### src/hw/line_tx_pkg.sv
package line_tx_pkg;
  localparam int num_channels = 12;
  // Register page per channel: sub-address of the transmit control register
  localparam logic [3:0] sub_tx_control = 4'h4;
  localparam logic [7:0] tx_control_reset = 8'h00;
  localparam logic [7:0] tx_control_mask = 8'h37;
  localparam int bit_buildout = 0;
  localparam int bit_clock_edge = 1;
  localparam int bit_all_ones = 2;
  localparam int bit_insert_error = 4;
  localparam int bit_internal_monitor = 5;
  localparam int monitor_silent_bits = 128;
  localparam logic [7:0] monitor_count_max = 8'h80;

  typedef struct packed {
    logic pos;
    logic neg;
  } rail_s;
endpackage : line_tx_pkg

### src/hw/line_tx_channel_control.sv
// Functional notes
// RULE_01 - Bit 5 picks the drive-monitor source: 0 uses the monitor input pins, 1 watches the output pads.
// RULE_02 - The drive-monitor alarm rises after 128 bit periods with no bipolar pulse and falls on the next pulse.
// RULE_03 - A 0-to-1 write of bit 4 inserts exactly one bit error into the outgoing test pattern.
// RULE_04 - Error insertion acts only while both the pattern generator and its receiver are enabled.
// RULE_05 - Software must write bit 4 back to 0 before another rising write can insert an error.
// RULE_06 - Bit 2 set replaces the system data by an unframed all-ones line pattern.
// RULE_07 - Bit 1 selects the transmit clock edge that samples the dual-rail data: 0 falling, 1 rising.
// RULE_08 - Software sets bit 0 to 0 for cable of 225 feet or less and to 1 for longer cable.
// RULE_09 - The build-out select has no effect in E3 operation.
// RULE_10 - Each of the twelve channels has its own transmit control register at sub-address 4.
// RULE_11 - Reserved bits 3, 6 and 7 read as 0 and ignore writes.
module line_tx_channel_control (
  // Clock and reset
  input wire logic clk_sys,
  input wire logic nrst,
  // Microprocessor port
  input wire logic [3:0] cpu_channel,
  input wire logic [3:0] cpu_sub_address,
  input wire logic cpu_write,
  input wire logic [7:0] cpu_wdata,
  output logic [7:0] cpu_rdata,
  // Per-channel mode
  input wire logic [11:0] mode_e3,
  input wire logic [11:0] prbs_gen_enable,
  input wire logic [11:0] prbs_rx_enable,
  input wire logic [11:0] prbs_data,
  // System side
  input wire logic [11:0] system_tx_clock,
  input wire logic [11:0] system_tx_data_pos,
  input wire logic [11:0] system_tx_data_neg,
  // Line side
  input wire logic [11:0] monitor_in_positive,
  input wire logic [11:0] monitor_in_negative,
  output logic [11:0] line_out_positive,
  output logic [11:0] line_out_negative,
  output logic [11:0] line_buildout_enable,
  output logic [11:0] prbs_error_insert,
  output logic [11:0] drive_monitor_alarm
);
  logic [7:0] tx_control_ff [12];
  logic [7:0] nxt_tx_control [12];
  logic [11:0] clk_meta_ff, clk_sync_ff, clk_prev_ff;
  logic [11:0] pos_meta_ff, pos_sync_ff, neg_meta_ff, neg_sync_ff;
  logic [11:0] mp_meta_ff, mp_sync_ff, mn_meta_ff, mn_sync_ff;
  logic [11:0] out_pos_ff, out_neg_ff, nxt_out_pos, nxt_out_neg;
  logic [11:0] err_ff, nxt_err;
  logic [11:0] alarm_ff, nxt_alarm;
  logic [7:0] silent_ff [12];
  logic [7:0] nxt_silent [12];

  logic [11:0] edge_hit;
  logic [11:0] pulse_seen;

  function automatic logic [7:0] clean(input logic [7:0] value);
    clean = value & line_tx_pkg::tx_control_mask;
  endfunction : clean

  function automatic logic page_hit(input logic [3:0] channel, input logic [3:0] sub_address, input int ch);
    page_hit = channel == 4'(ch) && sub_address == line_tx_pkg::sub_tx_control;
  endfunction : page_hit

  // Two-flop synchronisers for every pin from outside the clk_sys domain
  always_ff @(posedge clk_sys) begin
    if (!nrst) begin
      clk_meta_ff <= '0;
      clk_sync_ff <= '0;
      clk_prev_ff <= '0;
      pos_meta_ff <= '0;
      pos_sync_ff <= '0;
      neg_meta_ff <= '0;
      neg_sync_ff <= '0;
      mp_meta_ff <= '0;
      mp_sync_ff <= '0;
      mn_meta_ff <= '0;
      mn_sync_ff <= '0;
    end else begin
      clk_meta_ff <= system_tx_clock;
      clk_sync_ff <= clk_meta_ff;
      clk_prev_ff <= clk_sync_ff;
      pos_meta_ff <= system_tx_data_pos;
      pos_sync_ff <= pos_meta_ff;
      neg_meta_ff <= system_tx_data_neg;
      neg_sync_ff <= neg_meta_ff;
      mp_meta_ff <= monitor_in_positive;
      mp_sync_ff <= mp_meta_ff;
      mn_meta_ff <= monitor_in_negative;
      mn_sync_ff <= mn_meta_ff;
    end
  end

  // Selected transmit clock edge, seen in the same cycle the synchronised clock shows it
  always_comb begin
    for (int ch = 0; ch < line_tx_pkg::num_channels; ch++) begin
      if (tx_control_ff[ch][line_tx_pkg::bit_clock_edge]) begin
        edge_hit[ch] = clk_sync_ff[ch] && !clk_prev_ff[ch]; // RULE_07
      end else begin
        edge_hit[ch] = !clk_sync_ff[ch] && clk_prev_ff[ch]; // RULE_07
      end
    end
  end

  // Register page: one copy per channel, reserved bits never stored
  always_comb begin
    for (int ch = 0; ch < line_tx_pkg::num_channels; ch++) begin
      nxt_tx_control[ch] = tx_control_ff[ch];
      if (cpu_write && page_hit(cpu_channel, cpu_sub_address, ch)) begin // RULE_10
        nxt_tx_control[ch] = clean(cpu_wdata); // RULE_11
      end
    end
  end

  always_ff @(posedge clk_sys) begin
    for (int ch = 0; ch < line_tx_pkg::num_channels; ch++) begin
      if (!nrst) begin
        tx_control_ff[ch] <= line_tx_pkg::tx_control_reset;
      end else begin
        tx_control_ff[ch] <= nxt_tx_control[ch];
      end
    end
  end

  // Error request: a new request wins over a consuming edge in the same cycle
  always_comb begin
    for (int ch = 0; ch < line_tx_pkg::num_channels; ch++) begin
      nxt_err[ch] = err_ff[ch];
      // Spent on the next transmitted bit; dropped if the generator stops, so it never lingers
      if (edge_hit[ch] || !prbs_gen_enable[ch]) begin
        nxt_err[ch] = 1'b0;
      end
      // Only a fresh rising write counts; holding the bit at 1 does nothing more
      if (cpu_write && page_hit(cpu_channel, cpu_sub_address, ch)
          && cpu_wdata[line_tx_pkg::bit_insert_error]
          && !tx_control_ff[ch][line_tx_pkg::bit_insert_error]) begin // RULE_03 RULE_05
        if (prbs_gen_enable[ch] && prbs_rx_enable[ch]) begin // RULE_04
          nxt_err[ch] = 1'b1; // RULE_03
        end
      end
    end
  end

  always_ff @(posedge clk_sys) begin
    if (!nrst) begin
      err_ff <= '0;
    end else begin
      err_ff <= nxt_err;
    end
  end

  // Line rails: loaded only on the selected edge, otherwise held
  always_comb begin
    for (int ch = 0; ch < line_tx_pkg::num_channels; ch++) begin
      nxt_out_pos[ch] = out_pos_ff[ch];
      nxt_out_neg[ch] = out_neg_ff[ch];
      if (edge_hit[ch]) begin
        if (tx_control_ff[ch][line_tx_pkg::bit_all_ones]) begin
          // Unframed all ones: marks alternate between the rails on every bit
          nxt_out_pos[ch] = !out_pos_ff[ch]; // RULE_06
          nxt_out_neg[ch] = out_pos_ff[ch]; // RULE_06
        end else if (prbs_gen_enable[ch]) begin
          // Test pattern on the positive rail; a pending error inverts one bit
          nxt_out_pos[ch] = prbs_data[ch] ^ err_ff[ch]; // RULE_03
          nxt_out_neg[ch] = 1'b0;
        end else begin
          nxt_out_pos[ch] = pos_sync_ff[ch]; // RULE_06
          nxt_out_neg[ch] = neg_sync_ff[ch]; // RULE_06
        end
      end
    end
  end

  always_ff @(posedge clk_sys) begin
    if (!nrst) begin
      out_pos_ff <= '0;
      out_neg_ff <= '0;
    end else begin
      out_pos_ff <= nxt_out_pos;
      out_neg_ff <= nxt_out_neg;
    end
  end

  // Drive monitor: counts silent bit periods, saturating so the alarm holds
  always_comb begin
    for (int ch = 0; ch < line_tx_pkg::num_channels; ch++) begin
      if (tx_control_ff[ch][line_tx_pkg::bit_internal_monitor]) begin
        pulse_seen[ch] = out_pos_ff[ch] ^ out_neg_ff[ch]; // RULE_01
      end else begin
        pulse_seen[ch] = mp_sync_ff[ch] ^ mn_sync_ff[ch]; // RULE_01
      end
      nxt_silent[ch] = silent_ff[ch];
      nxt_alarm[ch] = alarm_ff[ch];
      if (pulse_seen[ch]) begin
        nxt_silent[ch] = '0; // RULE_02
        nxt_alarm[ch] = 1'b0; // RULE_02
      end else if (edge_hit[ch]) begin
        if (silent_ff[ch] != line_tx_pkg::monitor_count_max) begin
          nxt_silent[ch] = silent_ff[ch] + 8'h01;
        end
        if (silent_ff[ch] + 8'h01 >= line_tx_pkg::monitor_count_max) begin
          nxt_alarm[ch] = 1'b1; // RULE_02
        end
      end
    end
  end

  always_ff @(posedge clk_sys) begin
    for (int ch = 0; ch < line_tx_pkg::num_channels; ch++) begin
      if (!nrst) begin
        silent_ff[ch] <= '0;
      end else begin
        silent_ff[ch] <= nxt_silent[ch];
      end
    end
    if (!nrst) begin
      alarm_ff <= '0;
    end else begin
      alarm_ff <= nxt_alarm;
    end
  end

  always_comb begin
    cpu_rdata = '0;
    if (cpu_sub_address == line_tx_pkg::sub_tx_control && cpu_channel < 4'(line_tx_pkg::num_channels)) begin
      cpu_rdata = tx_control_ff[cpu_channel]; // RULE_11
    end
  end

  always_comb begin
    for (int ch = 0; ch < line_tx_pkg::num_channels; ch++) begin
      line_buildout_enable[ch] = tx_control_ff[ch][line_tx_pkg::bit_buildout] && !mode_e3[ch]; // RULE_09
    end
  end

  assign line_out_positive = out_pos_ff;
  assign line_out_negative = out_neg_ff;
  assign prbs_error_insert = err_ff;
  assign drive_monitor_alarm = alarm_ff;
endmodule : line_tx_channel_control

### config.mk
export PLATFORM = sky130hd
export DESIGN_NAME = line_tx_channel_control
export DESIGN_NICKNAME = d
export VERILOG_FILES = /design/src/hw/line_tx_pkg.sv /design/src/hw/line_tx_channel_control.sv
export SDC_FILE = /design/constraint.sdc
export NUM_CORES = 1
export LEC_CHECK = 0
export BUFFER_PORTS_ARGS = -buffer_cell sky130_fd_sc_hd__buf_2
export CAP_MARGIN = 25
export CELL_PAD_IN_SITES_DETAIL_PLACEMENT = 1
export CELL_PAD_IN_SITES_GLOBAL_PLACEMENT = 2
export CORE_MARGIN = 3
export CORE_UTILIZATION = 25
export CTS_CLUSTER_SIZE = 24
export DETAILED_ROUTE_END_ITERATION = 7
export GPL_ROUTABILITY_DRIVEN = 0
export PLACE_DENSITY_LB_ADDON = 0.1
export SLEW_MARGIN = 20
export SYNTH_ARGS = -nofsm -noshare
export SYNTH_HDL_FRONTEND = slang
export SYNTH_SLANG_ARGS = --single-unit
### constraint.sdc
create_clock -name clk_sys -period 2.35 [get_ports clk_sys]
set_input_delay 0.47 -clock clk_sys [delete_from_list [all_inputs] [get_ports clk_sys]]
set_output_delay 0.47 -clock clk_sys [all_outputs]
set_load 0.03 [all_outputs]
==> results.py, run 1 <==
metrics = {
    "outcome": {
        "status": "finished, violations left",
        "violations": "setup timing",
    },
    "floorplanning": {
        "initial_utilization": 0.254,
        "core_mm2": 0.0554,
        "dieArea_mm2": 0.0593,
        "rows": 86,
        "die_x_um": 243,
        "die_h_um": 243,
        "pin_count": 195,
    },
    "critical_path": {
        "cp-end-kind": "primary output",
        "crit_arrival_ns": 2.02,
        "cp-start-kind": "flop",
        "critical_path_class": "flop to primary output",
        "cp_data_required_time_ns": 1.88,
        "crit_path_max_fanout": 2,
    },
    "layout": {
        "area_growth_pct": 26.8,
        "fin_nets": 1847,
        "regMostFlops": "silent_ff",
        "top_regs": "silent_ff (96), tx_control_ff (60)",
        "seqCellArea_mm2": 0.00680,
        "utilization": 0.323,
        "multi_input_area_mm2": 0.00701,
        "num-fill-cells": 6297,
        "drive_gt1_frac": 0.235,
        "largest_reg_flops": 96,
    },
    "power_and_ir_drop": {
        "max-vdd-ir-drop_mv": 0.491,
        "p_seq_frac": 0.436,
        "cellPowerDensity_mw_per_mm2": 752,
        "leakage_nw": 7.04,
        "power_w": 0.0134,
        "p_int_w": 0.0104,
        "switchingPower_w": 0.00304,
        "sw_frac_of_total": 0.226,
        "clkPwrFrac": 0.510,
        "combPwrFrac": 0.054,
    },
    "timing": {
        "fin_setup_tns_ns": -0.150,
        "worst_pin_slew_ns": 0.884,
        "max_freq_mhz": 401,
        "min_period_ns": 2.49,
        "hold_violations": 0,
        "drv_slew": 0,
        "setup_ws_ns": -0.141,
        "slew_headroom": 0.409,
        "fin_crit_sh": 1.06,
        "finalSetupViolations": 3,
        "rsz0062_at_grt": "true",
        "finClkSkew_ns": 0.0194,
    },
    "global_route": {
        "grt_overflow_total": 0,
        "grt_pass1_wl_mm": 67.3,
        "gr-usage-met3": 0.0305,
        "grt_use_met2": 0.238,
        "busiest_layer": "met2",
        "gr-usage-met1": 0.187,
        "grt_max_degree": 46,
        "antenna_found_initial": 11,
        "track_usage": 0.144,
        "first_global_vias": 11600,
    },
    "clock_tree": {
        "tritoncts": "yes",
        "insertion_delay_ns": 0.57,
        "clock-sinks": 336,
        "cts_buffer_depth": 3,
        "cts_root_buffer": "clkbuf_16",
        "cts.htree.levels": 2,
        "clk_pin_slew_ns": 0.06,
        "cts_buffers": 42,
    },
    "route": {
        "ant_nets": 0,
        "via_count": 11200,
        "avgRoutedWirePerCell_um": 17.4,
        "drt_iter0_drc": 425,
        "via_per_inst": 4.52,
        "route.detailed.drc": 0,
        "firstDrtPassIters": 6,
        "wl_mm": 43.1,
    },
    "place": {
        "hpwl_mm": 32.1,
        "io_buffers": 188,
    },
    "yosys": {
        "yosys.area.top_type_share": 0.477,
        "synth_edf_count": 0,
        "syn_inst": 1456,
        "synth_flop_cell": "dfxtp_1",
        "async_flop_share": 0,
        "yosys_warnings": 0,
        "synth_top_area_cell": "dfxtp_1",
        "yosys-top-cells-area": "dfxtp_1 (48%), and2_1 (6.2%), xnor2_1 (4.8%)",
        "syn_avg_cell_area_um2": 9.68,
        "ys_types": 63,
        "ys_seq_area_frac": 0.477,
        "ys_ff_latch": 336,
        "syn_area_mm2": 0.0141,
    },
    "flow_run": {
        "max_cap_violations": 0,
    },
    "worst_hold_path": {
        "min-delay-path-class": "input pin to flop",
    },
}
## through the flow
step / setup WS, ns / std cells / cell area (µm²) / hold slack (ns)
after floorplan: 0.0637 / 1458 / 14100 / 0.412
after global placement: -0.162 / 2387 / 16100 / 0.414
after detailed placement: -0.191 / 2387 / 16100 / 0.420
after CTS: -0.241 / 2474 / 17800 / 0.0640
after global routing: -0.185 / 2475 / 17900 / 0.0865
final: -0.141 / 2478 / 17900 / 0.105
## timing repair
action / in CTS / in global routing
hold buffers: 0 / 0
pin swaps: 6 / 6
endpoints found under the hold margin: 0 / 0
setup endpoints to repair: 5 / 5
setup buffers: 14 / 1
resized for setup: 63 / 9
## placed cells by master (no fill, tap or decap), types with 45 or more instances in the layout
cell type  instances
and2_1           139
a21oi_1           45
nor2_1            99
mux2i_1           58
nand3_1           67
dfxtp_1          303
xnor2_1           78
nand2_1           95
inv_1             53
o21ai_0           53
buf_4             53
buf_2            181
## critical path, cell delays in order (launching register included)
cell	delay [ns]
dfxtp_4	0.36
mux4_2	0.46
o211ai_1	0.35
o21ai_2	0.13
buf_6	0.16
## cell usage after synthesis (5+ instances only)
library cell,count
a211oi_1,36
a21oi_1,45
a22oi_1,6
a2bb2oi_1,7
a32oi_1,5
and2_1,139
and3_1,9
buf_2,8
buf_4,6
clkbuf_1,30
dfxtp_1,336
ha_1,24
inv_1,53
mux2i_1,62
mux4_2,14
nand2_1,96
nand2b_1,16
nand3_1,67
nand3b_1,22
nand4_1,27
nor2_1,99
nor2b_1,39
nor3_1,14
nor3b_1,17
nor4b_1,6
nor4bb_1,6
o211a_1,12
o21ai_0,58
o221a_2,12
o22a_1,5
o22ai_1,11
o31ai_1,7
or3_1,5
or3b_2,12
xnor2_1,78
xor2_1,18
## area by class of cell
type                            instances  area share
Clock buffer                           65      0.0715
Timing Repair Buffer                  244      0.0805
Inverter                               55      0.0115
Clock inverter                         10      0.0111
Antenna cell                            3    0.000420
Sequential cell                       336       0.381
Multi-Input combinational cell       1017       0.392
Tap cell                              748      0.0524
## power by group through the flow
stage | clock network [W] | logic [W] | registers (W)
2_1_floorplan | 0 | 0.000383 | 0.00602
3_3_place_gp | 0 | 0.000731 | 0.00601
3_5_place_dp | 0 | 0.000736 | 0.00601
4_1_cts | 0.00715 | 0.000742 | 0.00587
5_1_grt | 0.00735 | 0.000805 | 0.00588
6_report | 0.00686 | 0.000721 | 0.00587
## kinds of logic (layout without fill, tap and decap cells)
group | count (synthesis) | in the layout | synth area share
buffers and inverters | 105 | 374 | 0.0313
XOR/XNOR | 96 | 96 | 0.0596
flip-flops | 336 | 336 | 0.477
AND/OR/NAND/NOR | 589 | 589 | 0.232
multiplexers | 77 | 77 | 0.0672
other | 1 | 6 | 0.000266
adder cells (fa/ha/maj) | 24 | 24 | 0.0213
AO/OA/AOI/OAI | 228 | 228 | 0.111
## worst paths after layout
kind | from | end | slack [ns] | cells after the start
setup reg to reg | tx_control_ff[3][1]$_SDFFE_PN0N_ | silent_ff[0][29]$_SDFFE_PP0P_ | 0.34 | 5
hold / removal | system_tx_data_neg[8] | neg_meta_ff[8]$_SDFF_PN0_ | 0.11 | 2
setup / recovery | tx_control_ff[2][4]$_SDFFE_PN0N_ | cpu_rdata[4] | -0.14 | 4
hold reg to reg | neg_meta_ff[10]$_SDFF_PN0_ | neg_sync_ff[10]$_SDFF_PN0_ | 0.43 | 1
## routing by layer
| metal | wire length (µm) | part of all wire | vias to the layer above |
|---|---|---|---|
| li1 | - | - | 5574 |
| met1 | 20100 | 0.47 | 5359 |
| met2 | 19700 | 0.46 | 187 |
| met3 | 2130 | 0.049 | 76 |
| met4 | 1160 | 0.027 | 12 |
| met5 | 57 | 0.0013 | - |
Power figures use the tool's default switching activity.
==> inputs of run 2 (changes only) <==
--- a/config.mk
+++ b/config.mk
@@ -5,6 +5,7 @@
 export SDC_FILE = /design/constraint.sdc
 export NUM_CORES = 1
 export LEC_CHECK = 0
+export ABC_AREA = 1
 export BUFFER_PORTS_ARGS = -buffer_cell sky130_fd_sc_hd__buf_2
 export CAP_MARGIN = 25
 export CELL_PAD_IN_SITES_DETAIL_PLACEMENT = 1
==> run 2 against run 1 <==
- the flow now finishes without violations
- sequential power is essentially flat
- clock-buffer cell count grew 3
- register-to-register slack improved by 0.31 ns
- routed wire length increased by 15%
==> results.py, run 2 <==
metrics = {
    "global_route": {
        "first_global_vias": 14700,
        "grt_overflow_total": 0,
        "antenna_found_initial": 7,
        "grt_max_degree": 40,
        "track_usage": 0.154,
        "grt_pass1_wl_mm": 78.7,
    },
    "layout": {
        "area_growth_pct": 22.2,
        "top_regs": "silent_ff (96), tx_control_ff (60)",
        "drive_gt1_frac": 0.132,
        "final_common_cell": "nand2_1",
        "regMostFlops": "silent_ff",
        "largest_reg_flops": 96,
        "fin_nets": 2667,
        "layout_common_cells": "nand2_1 (706), inv_1 (380), dfxtp_1 (311)",
        "utilization": 0.310,
    },
    "power_and_ir_drop": {
        "cellPowerDensity_mw_per_mm2": 715,
        "leakage_nw": 9.31,
        "max-vdd-ir-drop_mv": 0.411,
    },
    "timing": {
        "worst_pin_slew_ns": 0.607,
        "fin_crit_sh": 0.945,
        "finClkSkew_ns": 0.0179,
        "max_freq_mhz": 450,
        "slew_headroom": 0.596,
        "setup_ws_ns": 0.129,
        "hold_violations": 0,
        "finalSetupViolations": 0,
        "min_period_ns": 2.22,
        "drv_slew": 0,
    },
    "yosys": {
        "ys_types": 24,
        "syn_area_mm2": 0.0154,
        "syn_inst": 2311,
        "synth_top_area_cell": "dfxtp_1",
        "ys_ff_latch": 336,
        "synth_flop_cell": "dfxtp_1",
        "async_flop_share": 0,
        "syn_avg_cell_area_um2": 6.64,
        "yosysMostFrequentCell": "nand2_1",
        "ys_seq_area_frac": 0.438,
        "yosys_warnings": 0,
        "synth_edf_count": 0,
        "yosys.area.top_type_share": 0.438,
        "yosys-top-cells-area": "dfxtp_1 (44%), nand2_1 (17%), inv_1 (9.3%)",
        "ys_top_cells_by_count": "nand2_1 (707), inv_1 (382), dfxtp_1 (336), nor2_1 (287), a21oi_1 (155)",
    },
    "critical_path": {
        "cp-start-kind": "flop",
        "cpMaxStageDelayCell": "dfxtp_1",
        "cp_data_required_time_ns": 1.88,
        "cp-end-kind": "primary output",
        "worstPathCellList": "nand2_1, nand2_1, nand2_1, nand2_1, nand2_1, nand3_1, nand2_1, inv_1, buf_2",
        "crit_arrival_ns": 1.75,
        "crit_path_max_fanout": 4,
        "critical_path_class": "flop to primary output",
        "crit_top_cell": "nand2_1",
        "slowest_delay_ns": 0.42,
    },
    "route": {
        "via_per_inst": 4.35,
        "ant_nets": 0,
        "firstDrtPassIters": 5,
        "via_count": 14500,
        "avgRoutedWirePerCell_um": 14.8,
        "drt_iter0_drc": 495,
        "wl_mm": 49.5,
        "route.detailed.drc": 0,
    },
    "worst_hold_path": {
        "min-delay-path-class": "input pin to flop",
    },
    "place": {
        "post-place-ws_ns": 0.161,
        "hpwl_mm": 37.1,
        "io_buffers": 188,
    },
    "clock_tree": {
        "ctsHoldBuffers": 0,
        "cts_buffers": 43,
        "cts_buffer_depth": 3,
        "cts_root_buffer": "clkbuf_16",
        "post_cts_buffers": 0,
        "clock-sinks": 336,
        "cts.htree.levels": 2,
        "tritoncts": "yes",
        "insertion_delay_ns": 0.56,
        "clk_pin_slew_ns": 0.06,
    },
    "floorplanning": {
        "pin_count": 195,
        "initial_utilization": 0.253,
        "die_h_um": 254,
        "rows": 90,
        "dieArea_mm2": 0.0644,
        "die_x_um": 254,
        "core_mm2": 0.0606,
    },
    "flow_run": {
        "max_cap_violations": 0,
    },
    "outcome": {
        "status": "completed",
    },
}
-- run 2: layer usage --
| layer | track usage | up-vias | share of wire |
|---|---|---|---|
| met4 | 0.0365 | 4 | 0.019 |
| met1 | 0.196 | 6775 | 0.46 |
| met3 | 0.0268 | 56 | 0.037 |
| li1 | - | 7485 | - |
| met5 | 0 | - | 0.00042 |
| met2 | 0.270 | 170 | 0.48 |
-- run 2: final timing paths --
check	from	to	slack [ns]	cells past startpoint
max	tx_control_ff[8][5]$_SDFFE_PN0N_	cpu_rdata[5]	0.13	9
min	system_tx_data_pos[10]	pos_meta_ff[10]$_SDFF_PN0_	0.09	3
max reg2reg	silent_ff[0][8]$_SDFFE_PP0P_	silent_ff[0][13]$_SDFFE_PP0P_	0.65	9
min reg2reg	neg_meta_ff[10]$_SDFF_PN0_	neg_sync_ff[10]$_SDFF_PN0_	0.40	2
-- run 2: what timing repair did --
item,CTS,global route
resized for setup,10,25
endpoints found under the hold margin,0,0
endpoints found under the setup margin,4,4
-- run 2: layout make-up --
| type | count | area, µm² |
|---|---|---|
| diodes | 4 | 10.0 |
| clock buffers | 68 | 1340 |
| clock inverters | 8 | 115 |
| fillers | 7654 | 41800 |
| inverters | 391 | 1470 |
| multi-input cells | 1534 | 6940 |
| flip-flops and latches | 336 | 6760 |
| well taps | 782 | 978 |
| repair buffers | 210 | 1160 |
-- run 2: per-stage QoR --
step / cells / setup TNS [ns] / hold WS, ns / instance area, µm² / power, W
final: 3333 / 0 / 0.0913 / 18800 / 0.0134
after global routing: 3329 / -0.00809 / 0.0749 / 18800 / 0.0141
after CTS: 3329 / 0 / 0.0525 / 18700 / 0.0137
after detailed placement: 3253 / 0 / 0.398 / 17300 / 0.00678
after global placement: 3253 / 0 / 0.393 / 17300 / 0.00677
after floorplan: 2313 / 0 / 0.390 / 15400 / 0.00643
-- run 2: cell families (layout without fill, tap and decap cells) --
logic type                 count (synthesis)  count (layout)  share of synthesized area
xor gates and xnor gates                  49              49                     0.0280
and+or+nand+nor                         1190            1190                      0.316
buffers and inverters                    443             677                      0.111
AOI/OAI and AO/OA                        268             268                     0.0874
other                                      1               7                   0.000244
DFF                                      336             336                      0.438
adders and majority gates                 24              24                     0.0196
-- run 2: critical path: cells and delay by family, from the launching register on --
| family | cells | cell delay, ns |
|---|---|---|
| flip-flops | 1 | 0.42 |
| AND/OR/NAND/NOR | 7 | 0.51 |
| buffers and inverters | 2 | 0.28 |
-- run 2: where the power goes --
group,switching [W],internal [W],total (W),leakage (nW)
clock network,0.00256,0.00422,0.00678,0.722
logic,0.000495,0.000245,0.000740,5.84
registers,0.0000630,0.00583,0.00589,2.75
==> inputs of run 3 (changes only) <==
--- a/config.mk
+++ b/config.mk
@@ -11,7 +11,7 @@
 export CELL_PAD_IN_SITES_DETAIL_PLACEMENT = 1
 export CELL_PAD_IN_SITES_GLOBAL_PLACEMENT = 2
 export CORE_MARGIN = 3
-export CORE_UTILIZATION = 25
+export CORE_UTILIZATION = 32
 export CTS_CLUSTER_SIZE = 24
 export DETAILED_ROUTE_END_ITERATION = 7
 export GPL_ROUTABILITY_DRIVEN = 0
==> run 3 against run 2 <==
- die area down 21%
- power up 2.8%
- sequential power about the same
- setup slack worse by 0.010 ns
- fmax down 0.45%
- cell count down 5.3%
- critical endpoint is now cpu_rdata[0]
- highest routed layer unchanged
==> results.py, run 3 (synthesis results as in run 2) <==
metrics = {
    "power_and_ir_drop": {
        "max-vdd-ir-drop_mv": 0.408,
        "power_w": 0.0138,
        "leakage_nw": 9.35,
        "cellPowerDensity_mw_per_mm2": 740,
    },
    "timing": {
        "slew_headroom": 0.611,
        "drv_slew": 0,
        "min_period_ns": 2.23,
        "fin_hold_ws_ns": 0.0827,
        "fin_crit_sh": 0.949,
        "max_freq_mhz": 448,
        "worst_pin_slew_ns": 0.582,
        "finalSetupViolations": 0,
        "hold_violations": 0,
        "finClkSkew_ns": 0.0151,
        "setup_ws_ns": 0.119,
    },
    "global_route": {
        "grt_max_degree": 27,
        "grt_overflow_total": 0,
        "first_global_vias": 14600,
        "track_usage": 0.185,
        "grt_pass1_wl_mm": 75.4,
        "antenna_found_initial": 8,
    },
    "clock_tree": {
        "post_cts_buffers": 0,
        "cts.htree.levels": 2,
        "tritoncts": "yes",
        "cts_root_buffer": "clkbuf_16",
        "insertion_delay_ns": 0.56,
        "cts_buffers": 41,
        "cts_buffer_depth": 3,
        "clk_pin_slew_ns": 0.06,
        "clock-sinks": 336,
    },
    "critical_path": {
        "worstPathCellList": "inv_2, o21ai_1, nand2_1, nand2_1, nand2_1, nand3_1, nand2_1, inv_1, clkbuf_4",
        "cp-end-kind": "primary output",
        "cp-start-kind": "flop",
        "cp_data_required_time_ns": 1.88,
        "worstRegToRegCells": 9,
        "critical_path_class": "flop to primary output",
        "worstSetupStartpoint": "tx_control_ff[2][0]$_SDFFE_PN0N_",
        "rr_startpoint": "silent_ff[0][0]$_SDFFE_PP0P_",
        "rrSetupSlack_ns": 0.70,
        "crit_path_max_fanout": 2,
        "crit_buf_inv": 3,
        "path_delay_family": "simple AND/OR/NAND/NOR gates",
        "crit_arrival_ns": 1.76,
        "cpMaxStageDelayCell": "dfxtp_1",
        "slowest_delay_ns": 0.34,
        "crit_top_cell": "nand2_1",
        "reg2reg_to": "silent_ff[0][5]$_SDFFE_PP0P_",
    },
    "layout": {
        "utilization": 0.397,
        "layout_common_cells": "nand2_1 (706), inv_1 (379), dfxtp_1 (309)",
        "final_common_cell": "nand2_1",
        "largest_reg_flops": 96,
        "area_growth_pct": 21.3,
        "regMostFlops": "silent_ff",
        "seqCellArea_mm2": 0.00676,
        "fin_nets": 2666,
        "multi_input_area_mm2": 0.00694,
        "num-fill-cells": 6001,
        "drive_gt1_frac": 0.134,
        "top_regs": "silent_ff (96), tx_control_ff (60)",
    },
    "floorplanning": {
        "pin_count": 195,
        "die_x_um": 225,
        "dieArea_mm2": 0.0506,
        "rows": 79,
        "core_mm2": 0.0470,
        "initial_utilization": 0.327,
        "die_h_um": 225,
    },
    "route": {
        "firstDrtPassIters": 4,
        "route.detailed.drc": 0,
        "via_count": 14400,
        "via_per_inst": 4.57,
        "wl_mm": 47.2,
        "ant_nets": 0,
        "avgRoutedWirePerCell_um": 14.9,
        "drt_iter0_drc": 464,
    },
    "place": {
        "post-place-ws_ns": 0.0741,
        "hpwl_mm": 35.2,
        "io_buffers": 188,
    },
    "worst_hold_path": {
        "hold_depth": 3,
        "min_from": "system_tx_data_pos[11]",
        "min-delay-path-class": "input pin to flop",
        "hold_end": "pos_meta_ff[11]$_SDFF_PN0_",
    },
    "outcome": {
        "status": "completed",
    },
    "flow_run": {
        "max_cap_violations": 0,
    },
}
run 3: cell count changes in the layout (fill, tap and decap cells not counted), sizes merged:
| cell | before | now |
|---|---|---|
| inv | 390 | 391 |
| diode | 4 | 2 |
| buf | 210 | 209 |
| clkbuf | 68 | 64 |
| bufinv | 3 | 8 |
run 3: through the flow:
stage          instances  instance area [µm²]  setup TNS (ns)
2_1_floorplan       2313                15400               0
3_3_place_gp        3079                17000               0
3_5_place_dp        3079                17000               0
4_1_cts             3155                18600               0
5_1_grt             3156                18600        -0.00122
6_report            3157                18600               0
run 3: per-layer routing:
layer / share of wire / vias up / GRT usage
li1: - / 7466 / -
met1: 0.47 / 6717 / 0.241
met2: 0.47 / 190 / 0.317
met3: 0.038 / 58 / 0.0371
met4: 0.018 / 10 / 0.0429
met5: 0.0012 / - / 0
run 3: layout make-up:
cell class                      instances  share of cell area
Tap cell                              607              0.0408
Antenna cell                            2            0.000269
Timing Repair Buffer                  211              0.0620
Sequential cell                       336               0.363
Multi-Input combinational cell       1534               0.373
Clock buffer                           62              0.0680
Clock inverter                         14              0.0147
Inverter                              391              0.0788
run 3: where the power goes:
part	internal, W	leakage [nW]	switching (W)
clock	0.00460	0.762	0.00256
sequential	0.00583	2.75	0.0000637
combinational	0.000246	5.83	0.000490
total	0.0107	9.35	0.00312
run 3: worst max path at each step:
| stage | to | slack [ns] | cells past startpoint |
|---|---|---|---|
| CTS | cpu_rdata[5] | 0.003 | 9 |
| detailed placement | cpu_rdata[2] | 0.07 | 7 |
| finish | cpu_rdata[0] | 0.12 | 9 |
| global route | cpu_rdata[0] | -0.001 | 9 |
| global placement | cpu_rdata[5] | 0.07 | 7 |
| floorplan | cpu_rdata[0] | 0.34 | 9 |
run 3: repair_timing:
| item | 4_1_cts | 5_1_grt |
|---|---|---|
| pin swaps | 0 | 0 |
| cloned | 0 | 0 |
| gates resized for setup | 11 | 31 |
| hold buffers | 0 | 0 |
| endpoints found under the setup margin | 3 | 5 |
run 3: worst register-to-register path: stages, from the launching register on:
cell     delay [ns]
dfxtp_1        0.37
inv_1          0.08
ha_1           0.20
nand2_1        0.06
nor2_1         0.04
nand2_1        0.17
nand2_1        0.28
inv_1          0.20
nand2_1        0.06
a21oi_1        0.11
